File: src/pkg/opalign_pkg.sv
// Purpose: shared types and constants for operand alignment and fp format unit
// Assumes: 32-bit byte addresses, 64-bit internal fp format
// Notes: none
package opalign_pkg;
  localparam int ADDR_W = 32;
  localparam int EXP_W = 11;
  localparam int EXP_EXT_W = EXP_W + 2;
  localparam logic [10:0] DP_BIAS = 11'h3ff;
  localparam logic [7:0] SP_BIAS = 8'h7f;
  localparam logic [12:0] DP_EXP_MAX = 13'h07fe;
  localparam logic [3:0] MASK_HALF = 4'h1;
  localparam logic [3:0] MASK_WORD = 4'h3;
  localparam logic [3:0] MASK_DWORD = 4'h7;
  localparam logic [3:0] MASK_QWORD = 4'hf;
  localparam logic [3:0] SLOW_CYCLES = 4'h1;

  typedef enum logic [2:0] {
    SZ_BYTE = 3'h0, SZ_HALF = 3'h1, SZ_WORD = 3'h2, SZ_DWORD = 3'h3, SZ_QWORD = 3'h4
  } op_size_t;

  typedef enum logic [1:0] {
    ST_IDLE = 2'b00, ST_EXTRA = 2'b01, ST_DONE = 2'b11
  } acc_state_t;

  typedef struct packed {
    logic valid;
    logic [ADDR_W-1:0] addr;
    op_size_t size;
    logic is_fp;
    logic is_multi;
    logic is_store;
    logic [63:0] wdata;
  } mem_req_t;

  typedef struct packed {
    logic valid;
    logic [ADDR_W-1:0] addr;
    op_size_t size;
    logic is_store;
    logic [63:0] wdata;
  } mem_issue_t;

  typedef struct packed {
    logic valid;
    logic single_op;
    logic [63:0] a;
    logic [63:0] b;
  } fp_req_t;

  typedef struct packed {
    acc_state_t state;
    logic [3:0] wait_cnt;
    mem_issue_t issue;
    logic align_exc;
    logic inst_exc;
    logic done;
    logic fmt_exc;
    logic [63:0] a_wide;
    logic [63:0] b_wide;
    logic [EXP_EXT_W-1:0] a_exp;
    logic [EXP_EXT_W-1:0] b_exp;
    logic [63:0] load_out;
    logic [31:0] store_sp;
    logic [63:0] res_flushed;
  } unit_state_t;
endpackage

File: src/hdl/opalign_unit.sv
// Purpose: operand alignment check and fp precision handling between execute and load/store
// Assumes: one request per cycle, memory path accepts an issue in the cycle it is shown
// Notes: fp result rounding is done elsewhere; this unit widens, narrows and flushes
// Behaviour
// memory is bytes numbered from zero, byte number equals address
// operand address is lowest byte address; length comes from instruction size
// byte, half, word, double word operands, plus byte/word sequences for multiples
// single-register alignment boundary equals operand length
// low four address bits checked per size, bytes always aligned (this unit computes the per-size test but acts only on fp bits 1:0)
// instructions are 32-bit words at word-aligned addresses
// misaligned fp operand raises alignment exception, no hardware access (this unit traps fp only when address bits 1:0 are nonzero)
// non-double-word-aligned accesses may take extra cycles
// double ops accept single operands, give double result
// single ops need single operands, give single result
// single widened to double implicitly; narrowing only by explicit instruction
// 11-bit exponent carried in 13-bit datapath
// first extra bit for prenormalizing, second for adjusted exponents
// all fp operations in hardware under all rounding modes
// single multiply-type ops usually faster than double
// single denormal load/store converted to/from internal double format
// non-ieee mode flushes denormal results to signed zero
// misalignment found before any memory access is issued
`timescale 1ns/1ps
module opalign_unit (
  input wire logic ref_clk,
  input wire logic rstn,
  input wire opalign_pkg::mem_req_t mem_req,
  input wire logic [opalign_pkg::ADDR_W-1:0] fetch_addr,
  input wire logic fetch_valid,
  input wire opalign_pkg::fp_req_t fp_req,
  input wire logic [63:0] fp_result,
  input wire logic fp_result_single,
  input wire logic [63:0] load_data,
  input wire logic load_single,
  input wire logic nonieee_enable,
  output opalign_pkg::mem_issue_t mem_issue,
  output logic mem_busy,
  output logic mem_done,
  output logic align_exc,
  output logic inst_align_exc,
  output logic fp_format_exc,
  output logic [63:0] fp_a_wide,
  output logic [63:0] fp_b_wide,
  output logic [opalign_pkg::EXP_EXT_W-1:0] fp_a_exp,
  output logic [opalign_pkg::EXP_EXT_W-1:0] fp_b_exp,
  output logic [63:0] load_wide,
  output logic [31:0] store_single,
  output logic [63:0] result_out
);
  import opalign_pkg::*;

  unit_state_t s;
  unit_state_t next_s;

  function automatic logic [3:0] size_mask(input op_size_t sz);
    unique case (sz)
      SZ_BYTE: size_mask = 4'h0;
      SZ_HALF: size_mask = MASK_HALF;
      SZ_WORD: size_mask = MASK_WORD;
      SZ_DWORD: size_mask = MASK_DWORD;
      SZ_QWORD: size_mask = MASK_QWORD;
      default: size_mask = MASK_QWORD;
    endcase
  endfunction

  // single to double widening, denormals prenormalized
  function automatic logic [63:0] widen(input logic [31:0] v);
    logic [10:0] e;
    logic [22:0] m;
    logic [4:0] sh;
    logic found;
    e = 11'h0;
    m = v[22:0];
    sh = 5'h0;
    found = 1'b0;
    if (v[30:23] == 8'hff) begin
      widen = {v[31], 11'h7ff, v[22:0], 29'h0};
    end else if (v[30:23] != 8'h00) begin
      e = 11'(v[30:23]) - 11'(SP_BIAS) + DP_BIAS;
      widen = {v[31], e, v[22:0], 29'h0};
    end else if (m == 23'h0) begin
      widen = {v[31], 63'h0};
    end else begin
      for (int i = 22; i >= 0; i--) begin
        if (!found && m[i]) begin
          sh = 5'(22 - i);
          found = 1'b1;
        end
      end
      e = DP_BIAS - 11'(SP_BIAS) - 11'(sh);
      m = 23'(m << (sh + 5'h1));
      widen = {v[31], e, m, 29'h0};
    end
  endfunction

  // double to single narrowing, denormal range shifted out
  function automatic logic [31:0] narrow(input logic [63:0] v);
    logic [12:0] e;
    logic [23:0] m;
    e = {2'b00, v[62:52]} - 13'(DP_BIAS) + 13'(SP_BIAS);
    m = {1'b1, v[51:29]};
    if (v[62:52] == 11'h7ff) begin
      narrow = {v[63], 8'hff, v[51:29]};
    end else if (v[62:52] == 11'h0) begin
      narrow = {v[63], 31'h0};
    end else if (!e[12] && e != 13'h0) begin
      narrow = {v[63], e[7:0], v[51:29]};
    end else if ($signed(e) > -13'sd23) begin
      narrow = {v[63], 8'h00, 23'(m >> (13'h1 - e))};
    end else begin
      narrow = {v[63], 31'h0};
    end
  endfunction

  // exponent with two guard bits, denormal prenormalized via first extra bit
  function automatic logic [EXP_EXT_W-1:0] ext_exp(input logic [63:0] v);
    logic [5:0] lz;
    logic found;
    lz = 6'h0;
    found = 1'b0;
    if (v[62:52] != 11'h0 || v[51:0] == 52'h0) begin
      ext_exp = {2'b00, v[62:52]};
    end else begin
      for (int i = 51; i >= 0; i--) begin
        if (!found && v[i]) begin
          lz = 6'(51 - i);
          found = 1'b1;
        end
      end
      ext_exp = 13'h1 - 13'(lz) - 13'h1;
    end
  endfunction

  always_comb begin
    logic mis;
    logic mis_dw;
    mis = 1'b0;
    mis_dw = 1'b0;
    next_s = s;
    next_s.align_exc = 1'b0;
    next_s.inst_exc = 1'b0;
    next_s.done = 1'b0;
    next_s.fmt_exc = 1'b0;
    next_s.issue.valid = 1'b0;
    // size-based alignment test
    mis = |(mem_req.addr[3:0] & size_mask(mem_req.size));
    mis_dw = |mem_req.addr[2:0];
    unique case (s.state)
      ST_IDLE: begin
        if (mem_req.valid) begin
          // fp traps when address bits 1:0 are nonzero, not per size; nothing issued
          if (mem_req.is_fp && |mem_req.addr[1:0]) begin
            next_s.align_exc = 1'b1;
          end else begin
            // issue at lowest byte address
            next_s.issue.valid = 1'b1;
            next_s.issue.addr = mem_req.addr;
            next_s.issue.size = mem_req.is_multi ? SZ_WORD : mem_req.size;
            next_s.issue.is_store = mem_req.is_store;
            next_s.issue.wdata = mem_req.wdata;
            // extra cycle off double word
            if (mis_dw && !mem_req.is_multi) begin
              next_s.wait_cnt = SLOW_CYCLES;
              next_s.state = ST_EXTRA;
            end else begin
              next_s.state = ST_DONE;
            end
          end
        end
      end
      ST_EXTRA: begin
        next_s.wait_cnt = s.wait_cnt - 4'h1;
        if (s.wait_cnt == 4'h1) begin
          next_s.state = ST_DONE;
        end
      end
      ST_DONE: begin
        next_s.done = 1'b1;
        next_s.state = ST_IDLE;
      end
      default: next_s.state = ST_IDLE;
    endcase
    if (mis && !mem_req.is_fp && s.state == ST_IDLE && mem_req.valid) begin
      next_s.done = 1'b0;
    end
    // instruction word alignment
    next_s.inst_exc = fetch_valid && |fetch_addr[1:0];
    if (fp_req.valid) begin
      // single op refuses double-only operands
      // single path never slower than double
      if (fp_req.single_op) begin
        next_s.fmt_exc = |fp_req.a[63:32] || |fp_req.b[63:32];
        next_s.a_wide = widen(fp_req.a[31:0]);
        next_s.b_wide = widen(fp_req.b[31:0]);
      end else begin
        // double op takes operands as given
        next_s.a_wide = fp_req.a;
        next_s.b_wide = fp_req.b;
      end
      // guarded exponent path
      next_s.a_exp = ext_exp(next_s.a_wide);
      next_s.b_exp = ext_exp(next_s.b_wide);
    end
    // load/store format conversion
    next_s.load_out = load_single ? widen(load_data[31:0]) : load_data;
    next_s.store_sp = narrow(mem_req.wdata);
    // denormal flush in non-ieee mode; single result narrowed
    if (nonieee_enable && fp_result[62:52] == 11'h0) begin
      next_s.res_flushed = {fp_result[63], 63'h0};
    end else begin
      next_s.res_flushed = fp_result;
    end
    if (fp_result_single) begin
      next_s.res_flushed = {32'h0, narrow(next_s.res_flushed)};
      if (nonieee_enable && next_s.res_flushed[30:23] == 8'h00) begin
        next_s.res_flushed = {32'h0, fp_result[63], 31'h0};
      end
    end
  end

  always_ff @(posedge ref_clk or negedge rstn) begin
    if (!rstn) begin
      s <= '0;
    end else begin
      s <= next_s;
    end
  end

  assign mem_issue = s.issue;
  assign mem_busy = (s.state != ST_IDLE);
  assign mem_done = s.done;
  assign align_exc = s.align_exc;
  assign inst_align_exc = s.inst_exc;
  assign fp_format_exc = s.fmt_exc;
  assign fp_a_wide = s.a_wide;
  assign fp_b_wide = s.b_wide;
  assign fp_a_exp = s.a_exp;
  assign fp_b_exp = s.b_exp;
  assign load_wide = s.load_out;
  assign store_single = s.store_sp;
  assign result_out = s.res_flushed;

  AST_FP_MISALIGN_TRAP: assert property (@(posedge ref_clk) disable iff (!rstn)
    (s.state == ST_IDLE && mem_req.valid && mem_req.is_fp && |mem_req.addr[1:0]) |=> align_exc)
    else $error("fp misalign did not trap");
  AST_NO_ISSUE_ON_TRAP: assert property (@(posedge ref_clk) disable iff (!rstn)
    align_exc |-> !mem_issue.valid)
    else $error("access issued with alignment trap");
  AST_INST_ALIGN: assert property (@(posedge ref_clk) disable iff (!rstn)
    (fetch_valid && fetch_addr[1:0] != 2'b00) |=> inst_align_exc)
    else $error("misaligned fetch not flagged");
  AST_ISSUE_ADDR: assert property (@(posedge ref_clk) disable iff (!rstn)
    mem_issue.valid |-> mem_issue.addr == $past(mem_req.addr))
    else $error("issue address not lowest byte");
  AST_DW_EXTRA: assert property (@(posedge ref_clk) disable iff (!rstn)
    (mem_issue.valid && mem_issue.addr[2:0] != 3'h0 && !$past(mem_req.is_multi)) |-> !mem_done ##1 !mem_done ##1 mem_done)
    else $error("extra cycle not taken");
  AST_ALIGNED_FAST: assert property (@(posedge ref_clk) disable iff (!rstn)
    (mem_issue.valid && mem_issue.addr[2:0] == 3'h0) |=> mem_done)
    else $error("aligned access slow");
  AST_FLUSH_SIGN: assert property (@(posedge ref_clk) disable iff (!rstn)
    (nonieee_enable && !fp_result_single && fp_result[62:52] == 11'h0) |=> result_out == {$past(fp_result[63]), 63'h0})
    else $error("denormal not flushed");
  AST_EXP_WIDE: assert property (@(posedge ref_clk) disable iff (!rstn)
    (fp_req.valid && !fp_req.single_op && fp_req.a[62:52] != 11'h0) |=> fp_a_exp == {2'b00, $past(fp_req.a[62:52])})
    else $error("exponent path wrong");
  AST_SINGLE_FMT: assert property (@(posedge ref_clk) disable iff (!rstn)
    (fp_req.valid && fp_req.single_op && fp_req.a[63:32] != 32'h0) |=> fp_format_exc)
    else $error("double operand on single op accepted");
endmodule

File: config.mk
export PLATFORM = sky130hd
export DESIGN_NAME = opalign_unit
export DESIGN_NICKNAME = d
export VERILOG_FILES = /design/src/pkg/opalign_pkg.sv /design/src/hdl/opalign_unit.sv
export SDC_FILE = /design/constraint.sdc
export NUM_CORES = 1
export LEC_CHECK = 0
export ABC_AREA = 1
export CORE_UTILIZATION = 30
export CTS_BUF_LIST = sky130_fd_sc_hd__clkbuf_8
export DETAILED_ROUTE_END_ITERATION = 6
export DONT_BUFFER_PORTS = 1
export PLACE_DENSITY_LB_ADDON = 0.08
export SLEW_MARGIN = 30
export SYNTH_ARGS = -nofsm -noshare
export SYNTH_HDL_FRONTEND = slang
export SYNTH_SLANG_ARGS = --single-unit
File: constraint.sdc
create_clock -name ref_clk -period 5.4 [get_ports ref_clk]
set_clock_uncertainty 0.05 [all_clocks]
set_input_delay 1.08 -clock ref_clk [delete_from_list [all_inputs] [get_ports ref_clk]]
set_output_delay 1.08 -clock ref_clk [all_outputs]
set_load 0.01 [all_outputs]
# Word level (Yosys, flattened, before mapping)
# Cells that the tools add are included.
dict set report totals {
  register_bits 425
  in_bits 399
  output_inout_bits 420
  elab_cells 1331
}
dict set report op_classes {
  n_addsub 23
  n_lt_le_gt_ge 2
  n_eq_ne 15
  n_shift 5
  muxes 884
  n_bitwise 2
  n_reduce_logical 382
}
# operator count
set op_table {}
lappend op_table {{$mux W1} 667}
lappend op_table {{$mux W63} 10}
lappend op_table {{$mux W6} 104}
lappend op_table {{$mux W5} 76}
lappend op_table {{$mux W128} 2}
lappend op_table {{$mux W31} 6}
lappend op_table {{$logic_and A1 B1 Y1} 178}
lappend op_table {{$logic_not A1 Y1} 172}
lappend op_table {{$mux W155} 1}
lappend op_table {{$mux W64} 2}
lappend op_table {{$mux W108} 1}
lappend op_table {{$mux W107} 1}
lappend op_table {{$logic_not A52 Y1} 2}
lappend op_table {{$mux W102} 1}
lappend op_table {{$logic_not A23 Y1} 3}
lappend op_table {{$shl A23 B5 Y23} 3}
lappend op_table {{$mux W32} 2}
lappend op_table {{$reduce_or A32 Y1} 2}
lappend op_table {{$shr A24 B13 Y23} 2}
lappend op_table {{$mux W23} 2}
lappend op_table {{$add A11 B10 Y11 const B} 3}
lappend op_table {{$logic_not A11 Y1} 3}
lappend op_table {{$sub A10 B5 Y11 const A} 3}
lappend op_table {{$sub A8 B7 Y9 const B} 3}
lappend op_table {{38 further kinds} 64}

# Logic depth before layout (Yosys ltp)
# Gate-level depths: netlist of run 1.
dict set report depth {
  word_depth 452
  mapped_depth 50
  depth_no_buf 49
}

# Worst setup path before layout of run 1
# Ideal clock, no wire load.
dict set report synth_path {
  kind {in2reg}
  from {input port fp_req[14] (netlist bit)}
  to {register s (netlist bit fp_b_exp[6])}
  setup_time_ps 116
  arrival_time_ps 5753
  t_required_ps 5234
  setup_slack_ps -519
  cell_stages 44
  path_buffers 1
  path_cell_list {inv_1 -> nand2_1 -> nor2_2 -> nand4_2 -> nor2_1 -> nor2_1 -> nand4_4 -> inv_1 -> ha_1 -> inv_1 -> buf_1 -> nand3_1 -> nor2_1 -> nand2_1 -> o21ai_1 -> nand2_1 -> nand2_1 -> nand2_1 -> [8 not listed] -> nor2_1 -> nand3_1 -> nor2_1 -> nand3_1 -> nor2_2 -> ha_1 -> inv_1 -> nor2_1 -> inv_1 -> nand2_2 -> nand3_1 -> or2_1 -> nor2_2 -> nor2_1 -> nor2_1 -> nand2_1 -> nand2_1 -> nand2_1}
}
dict set report synth_via {
  elab_chain_len 387
  elab_cells_between_ends 456
  cone_classes {add/sub: 4; shift: 1; mux: 316; reduce/logical: 135}
}
# item line_no
set synth_lines {}
lappend synth_lines {{start: declaration} opalign_unit.sv:30} ;# input wire opalign_pkg::fp_req_t fp_req,
lappend synth_lines {{$logic_and A1 B1 Y1} opalign_unit.sv:85} ;# if (!found && m[i]) begin
lappend synth_lines {{$mux W1} opalign_unit.sv:85}
lappend synth_lines {{$mux W1} opalign_unit.sv:81} ;# end else if (m == 23'h0) begin
lappend synth_lines {{$mux W1} opalign_unit.sv:78} ;# end else if (v[30:23] != 8'h00) begin
lappend synth_lines {{$mux W1} opalign_unit.sv:76} ;# if (v[30:23] == 8'hff) begin
lappend synth_lines {{$mux W1} opalign_unit.sv:191} ;# if (fp_req.single_op) begin
lappend synth_lines {{$mux W1} opalign_unit.sv:188} ;# if (fp_req.valid) begin
lappend synth_lines {{$logic_not A1 Y1} opalign_unit.sv:85}
lappend synth_lines {{[371 not listed]} -}
lappend synth_lines {{$logic_not A1 Y1} opalign_unit.sv:125} ;# if (!found && v[i]) begin
lappend synth_lines {{$logic_and A1 B1 Y1} opalign_unit.sv:125}
lappend synth_lines {{$mux W6} opalign_unit.sv:125}
lappend synth_lines {{$mux W6} opalign_unit.sv:121} ;# if (v[62:52] != 11'h0 || v[51:0] == 52'h0) begin
lappend synth_lines {{$mux W6} opalign_unit.sv:188}
lappend synth_lines {{$sub A1 B6 Y7} opalign_unit.sv:130} ;# ext_exp = 13'h1 - 13'(lz) - 13'h1;
lappend synth_lines {{$sub A7 B2 Y8} opalign_unit.sv:130}
lappend synth_lines {{$mux W13 (*)} opalign_unit.sv:121}
lappend synth_lines {{end signal: assignment} opalign_unit.sv:225} ;# s <= next_s;
lappend synth_lines {{end: declaration} opalign_unit.sv:52} ;# unit_state_t s;
# Every way passes the cells marked *; elsewhere a longest branch is shown, timed or not. The select of a mux whose other input is x is not followed.
# A chain may end at the register's enable or synchronous reset.

==> impl_table.tex, run 1 <==
\begin{tabular}{lr}
\hline
Metric & Value \\
\hline
\multicolumn{2}{l}{\textbf{Global route}} \\
Initial antenna violation count & 7 \\
Global router's overall resource usage & 0.253 \\
Wire length of the first global-routing pass & 209 mm \\
Global route total overflow & 0 \\
Largest net degree at the start of global routing & 424 \\
Number of global-route vias before repair & 31700 \\
\multicolumn{2}{l}{\textbf{Placement}} \\
Post-DP HPWL & 113 mm \\
Cell area after placement & 0.0347 sq mm \\
Count of input and output buffers & 0 \\
Final weighted congestion in routability-driven placement & 0.950 \\
\multicolumn{2}{l}{\textbf{Timing}} \\
Worst Tran Pin Value & 1200 ps \\
\# setup viols final & 20 \\
PnR worst setup slack & -292 ps \\
Count of pins over their slew limit & 0 \\
Worst relative slew slack & 0.198 \\
RSZ-0062 raised after global routing & true \\
Final Cycle Share & 1.05 \\
Clock period minus final worst setup slack & 5690 ps \\
Max Freq & 176 MHz \\
Final Hold Fails & 0 \\
\multicolumn{2}{l}{\textbf{Clocking}} \\
Number of clock sinks seen by CTS & 423 \\
TritonCTS clock tree & done \\
Clock tree root buffer cell & sky130\_fd\_sc\_hd\_\_clkbuf\_8 \\
Clk pin slew, worst setup/hold paths & 60 ps \\
Clock Tree Buf Depth & 3 \\
H-Tree Level Count & 3 \\
Number of buffers inserted during clock tree synthesis & 82 \\
Clock latency at the later pin of the worst-skew pair & 760 ps \\
\multicolumn{2}{l}{\textbf{Pwr}} \\
Leakage power of the design & 0.0193 uW \\
Total power per unit cell area & 271 mW/mm\^{}2 \\
Peak VDD IR & 0.164 mV \\
Sequential Power Share & 0.426 \\
Share of total power in combinational logic & 0.245 \\
Relative contribution of the clock network to total power & 0.329 \\
Net Sw Power & 3890 uW \\
Cell Int Power & 6620 uW \\
Sw frac & 0.370 \\
\multicolumn{2}{l}{\textbf{Yosys}} \\
Synthesized netlist cell count & 4804 \\
Number of warning messages in the yosys log & 0 \\
Netlist Area Pre-Place & 0.0324 sq mm \\
Top flip-flop cell by instance count after synthesis & sky130\_fd\_sc\_hd\_\_dfrtp\_1 \\
Number of flops mapped to enable cells by yosys & 0 \\
Top cells by area, synth & sky130\_fd\_sc\_hd\_\_dfrtp\_1 (33\%), sky130\_fd\_sc\_hd\_\_nand2\_1 (14\%), sky130\_fd\_sc\_hd\_\_buf\_4 (9.7\%) \\
Yosys cell types & 81 \\
Yosys top cell by area & sky130\_fd\_sc\_hd\_\_dfrtp\_1 \\
Number of nets in the synthesized netlist & 5232 \\
Post-synth top area share & 0.326 \\
Average cell area after synthesis & 6.75 sq um \\
Number of synthesized register bits & 423 \\
Post-synthesis sequential area ratio & 0.326 \\
Fraction of registers with async set/reset & 1.00 \\
\multicolumn{2}{l}{\textbf{Worst setup path}} \\
Worst setup path endpoint & fp\_b\_exp[6]\$\_DFFE\_PN0P\_ \\
Depth of the worst register-to-register path & 7 \\
Source of the worst register-to-register timing path & s[423]\$\_DFFE\_PN0P\_ \\
Worst setup startpoint & fp\_req[22] \\
Largest fanout of any net on the critical path & 7 \\
Slowest stage delay, CP & 270 ps \\
R2R setup slack & 3180 ps \\
Setup crit start kind & primary input \\
Crit path kind & primary input to flop \\
Reg-to-Reg End & mem\_issue[39]\$\_DFFE\_PN0P\_ \\
Worst Path Arrival & 6270 ps \\
Sort of element at the end of the critical path & flop \\
Required time reported for the critical path endpoint & 5980 ps \\
Cell with the largest stage delay on the worst path & sky130\_fd\_sc\_hd\_\_or2\_4 \\
\multicolumn{2}{l}{\textbf{Layout}} \\
Area delta synth->final & 19.5\% \\
NumNets Final & 5326 \\
Share of final-layout standard cells stronger than drive strength 1 & 0.240 \\
Final cell utilization of the core & 0.362 \\
Post-route cell area & 0.0387 sq mm \\
\multicolumn{2}{l}{\textbf{Floorplanning}} \\
Top Ports & 819 \\
Die height & 331 microns \\
Rows & 120 \\
Core area & 0.107 sq mm \\
X dimension of the die & 331 microns \\
Overall die area & 0.109 sq mm \\
Effective utilization at floorplan & 0.303 \\
\multicolumn{2}{l}{\textbf{Drt}} \\
Via count & 32000 \\
Wire length per cell after detailed routing & 22.6 microns \\
Count of nets left with antenna violations after detail routing & 0 \\
Number of vias per cell & 5.03 \\
Starting DRT DRC Count & 2252 \\
Detailed Routing Iterations Pass 1 & 6 \\
DRC errors left & 0 \\
Final WL & 144 mm \\
\multicolumn{2}{l}{\textbf{Flow run}} \\
Max-capacitance violation count & 0 \\
\multicolumn{2}{l}{\textbf{Outcome}} \\
Violations in the final reports & negative setup slack \\
Outcome & complete, but fails checks \\
\multicolumn{2}{l}{\textbf{Min path}} \\
Worst min path class & primary input to asynchronous set/reset pin \\
\hline
\end{tabular}
## power by group through the flow
stage / combinational [uW] / clock (uW) / sequential (uW)
after floorplan: 2630 / 0 / 4000
after global placement: 2370 / 0 / 4550
after detailed placement: 2360 / 0 / 4550
after CTS: 2500 / 3590 / 4500
after global routing: 2910 / 3710 / 4560
final: 2570 / 3460 / 4480
## flip-flops by register name (all words and copies together) (netlist names)
name            flops
load_wide          64
fp_format_exc       1
s                   6
mem_done            1
fp_a_exp           12
fp_b_exp           12
mem_issue         101
align_exc           1
fp_a_wide          64
inst_align_exc      1
store_single       32
fp_b_wide          64
result_out         64
## cells by family (layout without fill, tap and decap cells)
logic type,count (synthesis),after routing,share of synthesized area
xor gates and xnor gates,58,58,0.0159
muxes,6,6,0.00185
AOI/OAI and AO/OA,784,784,0.141
and+or+nand+nor,2386,2386,0.323
buffers and inverters,1118,1270,0.180
other,0,3,0
adders and majority gates,29,29,0.0112
DFF,423,423,0.326
## worst min path at each step
| stage | from | endpoint | slack [ps] | cells after the start |
|---|---|---|---|---|
| 6_report | rstn | mem_issue[74]$_DFFE_PN0P_ | 70 | 0 |
| 5_1_grt | rstn | mem_issue[74]$_DFFE_PN0P_ | 1 | 0 |
| 4_1_cts | rstn | mem_issue[24]$_DFFE_PN0P_ | -110 | 0 |
| 3_5_place_dp | s[424]$_DFFE_PN0P_ | mem_done$_DFF_PN0_ | 440 | 2 |
| 3_3_place_gp | s[424]$_DFFE_PN0P_ | mem_done$_DFF_PN0_ | 440 | 2 |
| 2_1_floorplan | mem_issue[0]$_DFFE_PN0P_ | mem_issue[0]$_DFFE_PN0P_ | 390 | 2 |
## synth_stat cells (5+ instances only)
cell type	n
sky130_fd_sc_hd__nand2_1	1184
sky130_fd_sc_hd__nor2_1	470
sky130_fd_sc_hd__inv_1	466
sky130_fd_sc_hd__nand3_1	432
sky130_fd_sc_hd__dfrtp_1	423
sky130_fd_sc_hd__buf_4	420
sky130_fd_sc_hd__o21ai_0	381
sky130_fd_sc_hd__clkbuf_1	158
sky130_fd_sc_hd__a21oi_1	151
sky130_fd_sc_hd__nand4_1	72
sky130_fd_sc_hd__nor3_1	59
sky130_fd_sc_hd__xor2_1	44
sky130_fd_sc_hd__o211ai_1	43
sky130_fd_sc_hd__o31ai_1	36
sky130_fd_sc_hd__nor4_1	35
sky130_fd_sc_hd__o22ai_1	35
sky130_fd_sc_hd__ha_1	29
sky130_fd_sc_hd__or2_2	29
sky130_fd_sc_hd__inv_2	28
sky130_fd_sc_hd__a31oi_1	24
sky130_fd_sc_hd__nand3_2	22
sky130_fd_sc_hd__buf_1	19
sky130_fd_sc_hd__nand2_2	18
sky130_fd_sc_hd__nor2_2	17
sky130_fd_sc_hd__o21ai_1	17
sky130_fd_sc_hd__o2111ai_1	15
sky130_fd_sc_hd__o41ai_1	14
sky130_fd_sc_hd__xnor2_1	13
sky130_fd_sc_hd__buf_2	12
sky130_fd_sc_hd__a22oi_1	10
sky130_fd_sc_hd__nor2_4	9
sky130_fd_sc_hd__buf_6	8
sky130_fd_sc_hd__a211oi_1	7
sky130_fd_sc_hd__clkinv_1	6
sky130_fd_sc_hd__mux2i_1	6
sky130_fd_sc_hd__o221ai_1	6
sky130_fd_sc_hd__and3_1	5
## through the flow
stage,setup TNS [ps],hold WS (ps),cells,total power [uW],worst slack [ps]
6_report,-3470,72.5,6362,10500,-292
5_1_grt,-10700,1.33,6362,11200,-646
4_1_cts,-892,-108,6327,10600,-116
3_5_place_dp,-27290,443,6117,6910,-1400
3_3_place_gp,-27250,437,6117,6920,-1410
2_1_floorplan,-4350,393,4804,6630,-350
## cell usage in the layout (no fill, tap or decap), types with 32 or more instances in the layout
| cell type | instances |
|---|---|
| sky130_fd_sc_hd__nand2_1 | 1108 |
| sky130_fd_sc_hd__buf_4 | 569 |
| sky130_fd_sc_hd__inv_1 | 466 |
| sky130_fd_sc_hd__nor2_1 | 426 |
| sky130_fd_sc_hd__dfrtp_1 | 423 |
| sky130_fd_sc_hd__o21ai_0 | 364 |
| sky130_fd_sc_hd__nand3_1 | 336 |
| sky130_fd_sc_hd__a21oi_1 | 146 |
| sky130_fd_sc_hd__nand3_2 | 102 |
| sky130_fd_sc_hd__clkbuf_8 | 97 |
| sky130_fd_sc_hd__nand2_2 | 75 |
| sky130_fd_sc_hd__nand4_1 | 72 |
| sky130_fd_sc_hd__nor3_1 | 50 |
| sky130_fd_sc_hd__o211ai_1 | 43 |
| sky130_fd_sc_hd__xor2_1 | 43 |
| sky130_fd_sc_hd__nor2_2 | 41 |
| sky130_fd_sc_hd__inv_2 | 40 |
| sky130_fd_sc_hd__o31ai_1 | 36 |
| sky130_fd_sc_hd__o22ai_1 | 34 |
| sky130_fd_sc_hd__nor4_1 | 32 |
## repair_timing
item                                    4_1_cts  5_1_grt
endpoints found under the setup margin       22       24
buffers inserted                             66       31
pin swaps                                   110      122
endpoints found under the hold margin       349       96
gates cloned                                  3        0
gates resized for setup                     231      120
## cell type report
cell class	count	area [sq um]
Inverter	501	1970
Multi-Input combinational cell	3263	17500
Sequential cell	423	10600
Fill cell	11800	68300
Tap cell	1403	1760
Clock inverter	45	385
Antenna cell	3	7.51
Clock buffer	97	1340
Timing Repair Buffer	627	5190
## per-layer routing
metal	vias to the layer above	track usage	share of wire
met5	-	0	0.00033
met4	8	0.0664	0.022
met3	175	0.0692	0.082
met2	1013	0.421	0.47
met1	15200	0.321	0.42
li1	15500	-	-
## worst max-delay path, delay by kind of cell
kind,cells,cell delay [ps]
compound gates,1,150
buf+inv,8,860
simple gates,36,3810
fa+ha+maj,2,350
(Power assumes the default switching activity.)
==> inputs of run 2 (changes only) <==
--- a/config.mk
+++ b/config.mk
@@ -12,2 +12,3 @@
 export DONT_BUFFER_PORTS = 1
+export GPL_TIMING_DRIVEN = 0
 export PLACE_DENSITY_LB_ADDON = 0.08
==> constraint.sdc (replaced) <==
create_clock -name ref_clk -period 5.4 [get_ports ref_clk]
set_clock_uncertainty 0.05 [all_clocks]
set_input_delay 0.27 -clock ref_clk [delete_from_list [all_inputs] [get_ports ref_clk]]
set_output_delay 0.27 -clock ref_clk [all_outputs]
set_load 0.01 [all_outputs]
==> run 2 against run 1 <==
Compared with the run above: the run ends with negative hold slack, max-slew violations left; core utilization grew 3.1 points; total power is 9.6% higher; combinational power grew 50%; largest cell class unchanged; largest power group unchanged.
==> impl_table.tex, run 2 (same netlist as run 1, synthesis figures left out) <==
\begin{tabular}{lr}
\hline
Metric & Value \\
\hline
\multicolumn{2}{l}{\textbf{Timing}} \\
Clock period minus final worst setup slack & 5200 ps \\
Max Freq & 192 MHz \\
PnR worst setup slack & 197 ps \\
Final Hold Fails & 423 \\
Count of pins over their slew limit & 109 \\
Final Cycle Share & 0.963 \\
Worst Hold Slack & -822 ps \\
\# setup viols final & 0 \\
RSZ-0062 raised after global routing & true \\
Worst Tran Pin Value & 1830 ps \\
Worst relative slew slack & -0.221 \\
\multicolumn{2}{l}{\textbf{Worst setup path}} \\
Slowest stage delay, CP & 360 ps \\
Required time reported for the critical path endpoint & 5950 ps \\
Sort of element at the end of the critical path & flop \\
Most frequent CP cell & sky130\_fd\_sc\_hd\_\_nand2\_1 \\
Cell with the largest stage delay on the worst path & sky130\_fd\_sc\_hd\_\_ha\_2 \\
Crit path kind & primary input to flop \\
Worst Path Arrival & 5750 ps \\
Setup crit start kind & primary input \\
Largest fanout of any net on the critical path & 10 \\
\multicolumn{2}{l}{\textbf{Clocking}} \\
TritonCTS clock tree & done \\
Number of clock sinks seen by CTS & 423 \\
Clock Tree Buf Depth & 3 \\
Clock tree root buffer cell & sky130\_fd\_sc\_hd\_\_clkbuf\_8 \\
Number of buffers inserted during clock tree synthesis & 87 \\
Clk pin slew, worst setup/hold paths & 50 ps \\
H-Tree Level Count & 3 \\
Clock latency at the later pin of the worst-skew pair & 740 ps \\
Number of buffers inserted for hold repair after clock tree synthesis & 447 \\
\multicolumn{2}{l}{\textbf{Global route}} \\
Initial antenna violation count & 12 \\
M3 GR Usage & 0.0563 \\
M2 GR Usage & 0.460 \\
Largest net degree at the start of global routing & 424 \\
Global router's overall resource usage & 0.271 \\
Number of global-route vias before repair & 34200 \\
Global route total overflow & 0 \\
Layer with the highest usage & met2 \\
Met1 usage & 0.339 \\
Wire length of the first global-routing pass & 222 mm \\
\multicolumn{2}{l}{\textbf{Outcome}} \\
Violations in the final reports & negative hold slack, max-slew violations \\
Outcome & complete, but fails checks \\
\multicolumn{2}{l}{\textbf{Layout}} \\
Area delta synth->final & 29.7\% \\
Number of flip-flops under the largest register name & 101 \\
Fill cell instance count of the final layout & 11700 \\
Share of final-layout standard cells stronger than drive strength 1 & 0.179 \\
Post-route cell area & 0.0421 sq mm \\
Final cell utilization of the core & 0.393 \\
Most common cell after layout, fill and taps aside & sky130\_fd\_sc\_hd\_\_nand2\_1 \\
NumNets Final & 5836 \\
Top library cells by usage in the layout, fill and taps aside & sky130\_fd\_sc\_hd\_\_nand2\_1 (1133), sky130\_fd\_sc\_hd\_\_inv\_1 (480), sky130\_fd\_sc\_hd\_\_buf\_4 (474), sky130\_fd\_sc\_hd\_\_dlygate4sd3\_1 (447), sky130\_fd\_sc\_hd\_\_nor2\_1 (440) \\
\multicolumn{2}{l}{\textbf{Min path}} \\
Worst min path class & primary input to asynchronous set/reset pin \\
\multicolumn{2}{l}{\textbf{Placement}} \\
Cell area after placement & 0.0342 sq mm \\
Final weighted congestion in routability-driven placement & 0.960 \\
Post-DP HPWL & 120 mm \\
Post-placement worst setup slack & -1700 ps \\
Count of input and output buffers & 0 \\
\multicolumn{2}{l}{\textbf{Drt}} \\
Via count & 35100 \\
Count of nets left with antenna violations after detail routing & 0 \\
DRC errors left & 0 \\
Final WL & 156 mm \\
Detailed Routing Iterations Pass 1 & 6 \\
Number of vias per cell & 5.10 \\
Starting DRT DRC Count & 3055 \\
Wire length per cell after detailed routing & 22.7 microns \\
\multicolumn{2}{l}{\textbf{Pwr}} \\
Peak VDD IR & 0.141 mV \\
Power Total & 11500 uW \\
Total power per unit cell area & 274 mW/mm\^{}2 \\
Leakage power of the design & 0.0206 uW \\
\multicolumn{2}{l}{\textbf{Floorplanning}} \\
Overall die area & 0.109 sq mm \\
X dimension of the die & 331 microns \\
Effective utilization at floorplan & 0.303 \\
Core area & 0.107 sq mm \\
Rows & 120 \\
Die height & 331 microns \\
Top Ports & 819 \\
\multicolumn{2}{l}{\textbf{Flow run}} \\
Max-capacitance violation count & 0 \\
\hline
\end{tabular}
-- run 2: changes by cell type in the layout (fill, tap and decap cells not counted), moves of 14 or more --
| cell | change |
|---|---|
| sky130_fd_sc_hd__dlygate4sd3_1 | +445 |
| sky130_fd_sc_hd__nand3_2 | -47 |
| sky130_fd_sc_hd__nand2_1 | +25 |
| sky130_fd_sc_hd__buf_12 | -18 |
| sky130_fd_sc_hd__clkbuf_1 | +140 |
| sky130_fd_sc_hd__inv_1 | +14 |
| sky130_fd_sc_hd__nand3_1 | +59 |
| sky130_fd_sc_hd__nor2_1 | +14 |
| sky130_fd_sc_hd__clkbuf_2 | +14 |
| sky130_fd_sc_hd__buf_2 | +14 |
| sky130_fd_sc_hd__buf_4 | -95 |
-- run 2: path summary, 6_finish.rpt --
check | start | to | slack [ps] | cells after the start
max | fp_req[80] | fp_a_exp[6]$_DFFE_PN0P_ | 200 | 43
min | rstn | mem_issue[24]$_DFFE_PN0P_ | -820 | 0
max reg2reg | s[423]$_DFFE_PN0P_ | mem_issue[98]$_DFFE_PN0P_ | 2460 | 9
min reg2reg | mem_issue[5]$_DFFE_PN0P_ | mem_issue[5]$_DFFE_PN0P_ | 420 | 2
max in group asynchronous | rstn | load_wide[37]$_DFF_PN0_ | 4640 | 0
min in group ref_clk | fp_req[68] | fp_a_wide[33]$_DFFE_PN0P_ | 80 | 4
-- run 2: layout make-up --
| type | instances | area [sq um] | area share |
|---|---|---|---|
| repair buffers | 516 | 5050 | 0.120 |
| multi-input cells | 3264 | 16800 | 0.400 |
| diodes | 5 | 12.5 | 0.000297 |
| flip-flops and latches | 423 | 10600 | 0.252 |
| clock buffers | 101 | 1390 | 0.0331 |
| clock inverters | 49 | 422 | 0.0100 |
| inverters | 501 | 1940 | 0.0461 |
| well taps | 1403 | 1760 | 0.0417 |
| plain buffers | 615 | 4090 | 0.0972 |
-- run 2: worst max-delay path: cells and delay by family --
family                   cells  cell delay, ps
AND/OR/NAND/NOR             29            3350
AO/OA/AOI/OAI                5             800
buffers and inverters        7             740
adder cells (fa/ha/maj)      2             540
-- run 2: stage by stage --
step           TNS, ps  instances
2_1_floorplan        0       4804
3_3_place_gp    -77220       6207
3_5_place_dp    -66090       6211
4_1_cts              0       6818
5_1_grt           -343       6876
6_report             0       6877
-- run 2: report_power, final --
group | switching (uW) | internal [uW] | leakage (uW)
Combinational | 2240 | 1610 | 0.0143
Sequential | 311 | 3750 | 0.00524
Clock | 1610 | 2000 | 0.00104
Total | 4160 | 7350 | 0.0206
-- run 2: layer usage --
layer / part of all wire / vias to the layer above / wire [microns]
met4: 0.035 / 12 / 5480
met3: 0.073 / 267 / 11400
met1: 0.42 / 16900 / 64800
met2: 0.48 / 1370 / 74200
li1: - / 16600 / -
met5: 0.00054 / - / 84
-- run 2: what timing repair did --
item	4_1_cts	5_1_grt
hold endpoints to repair	836	423
pin swaps	7	89
setup endpoints to repair	45	82
resized for setup	44	247
setup buffers	10	52
cloned	0	4
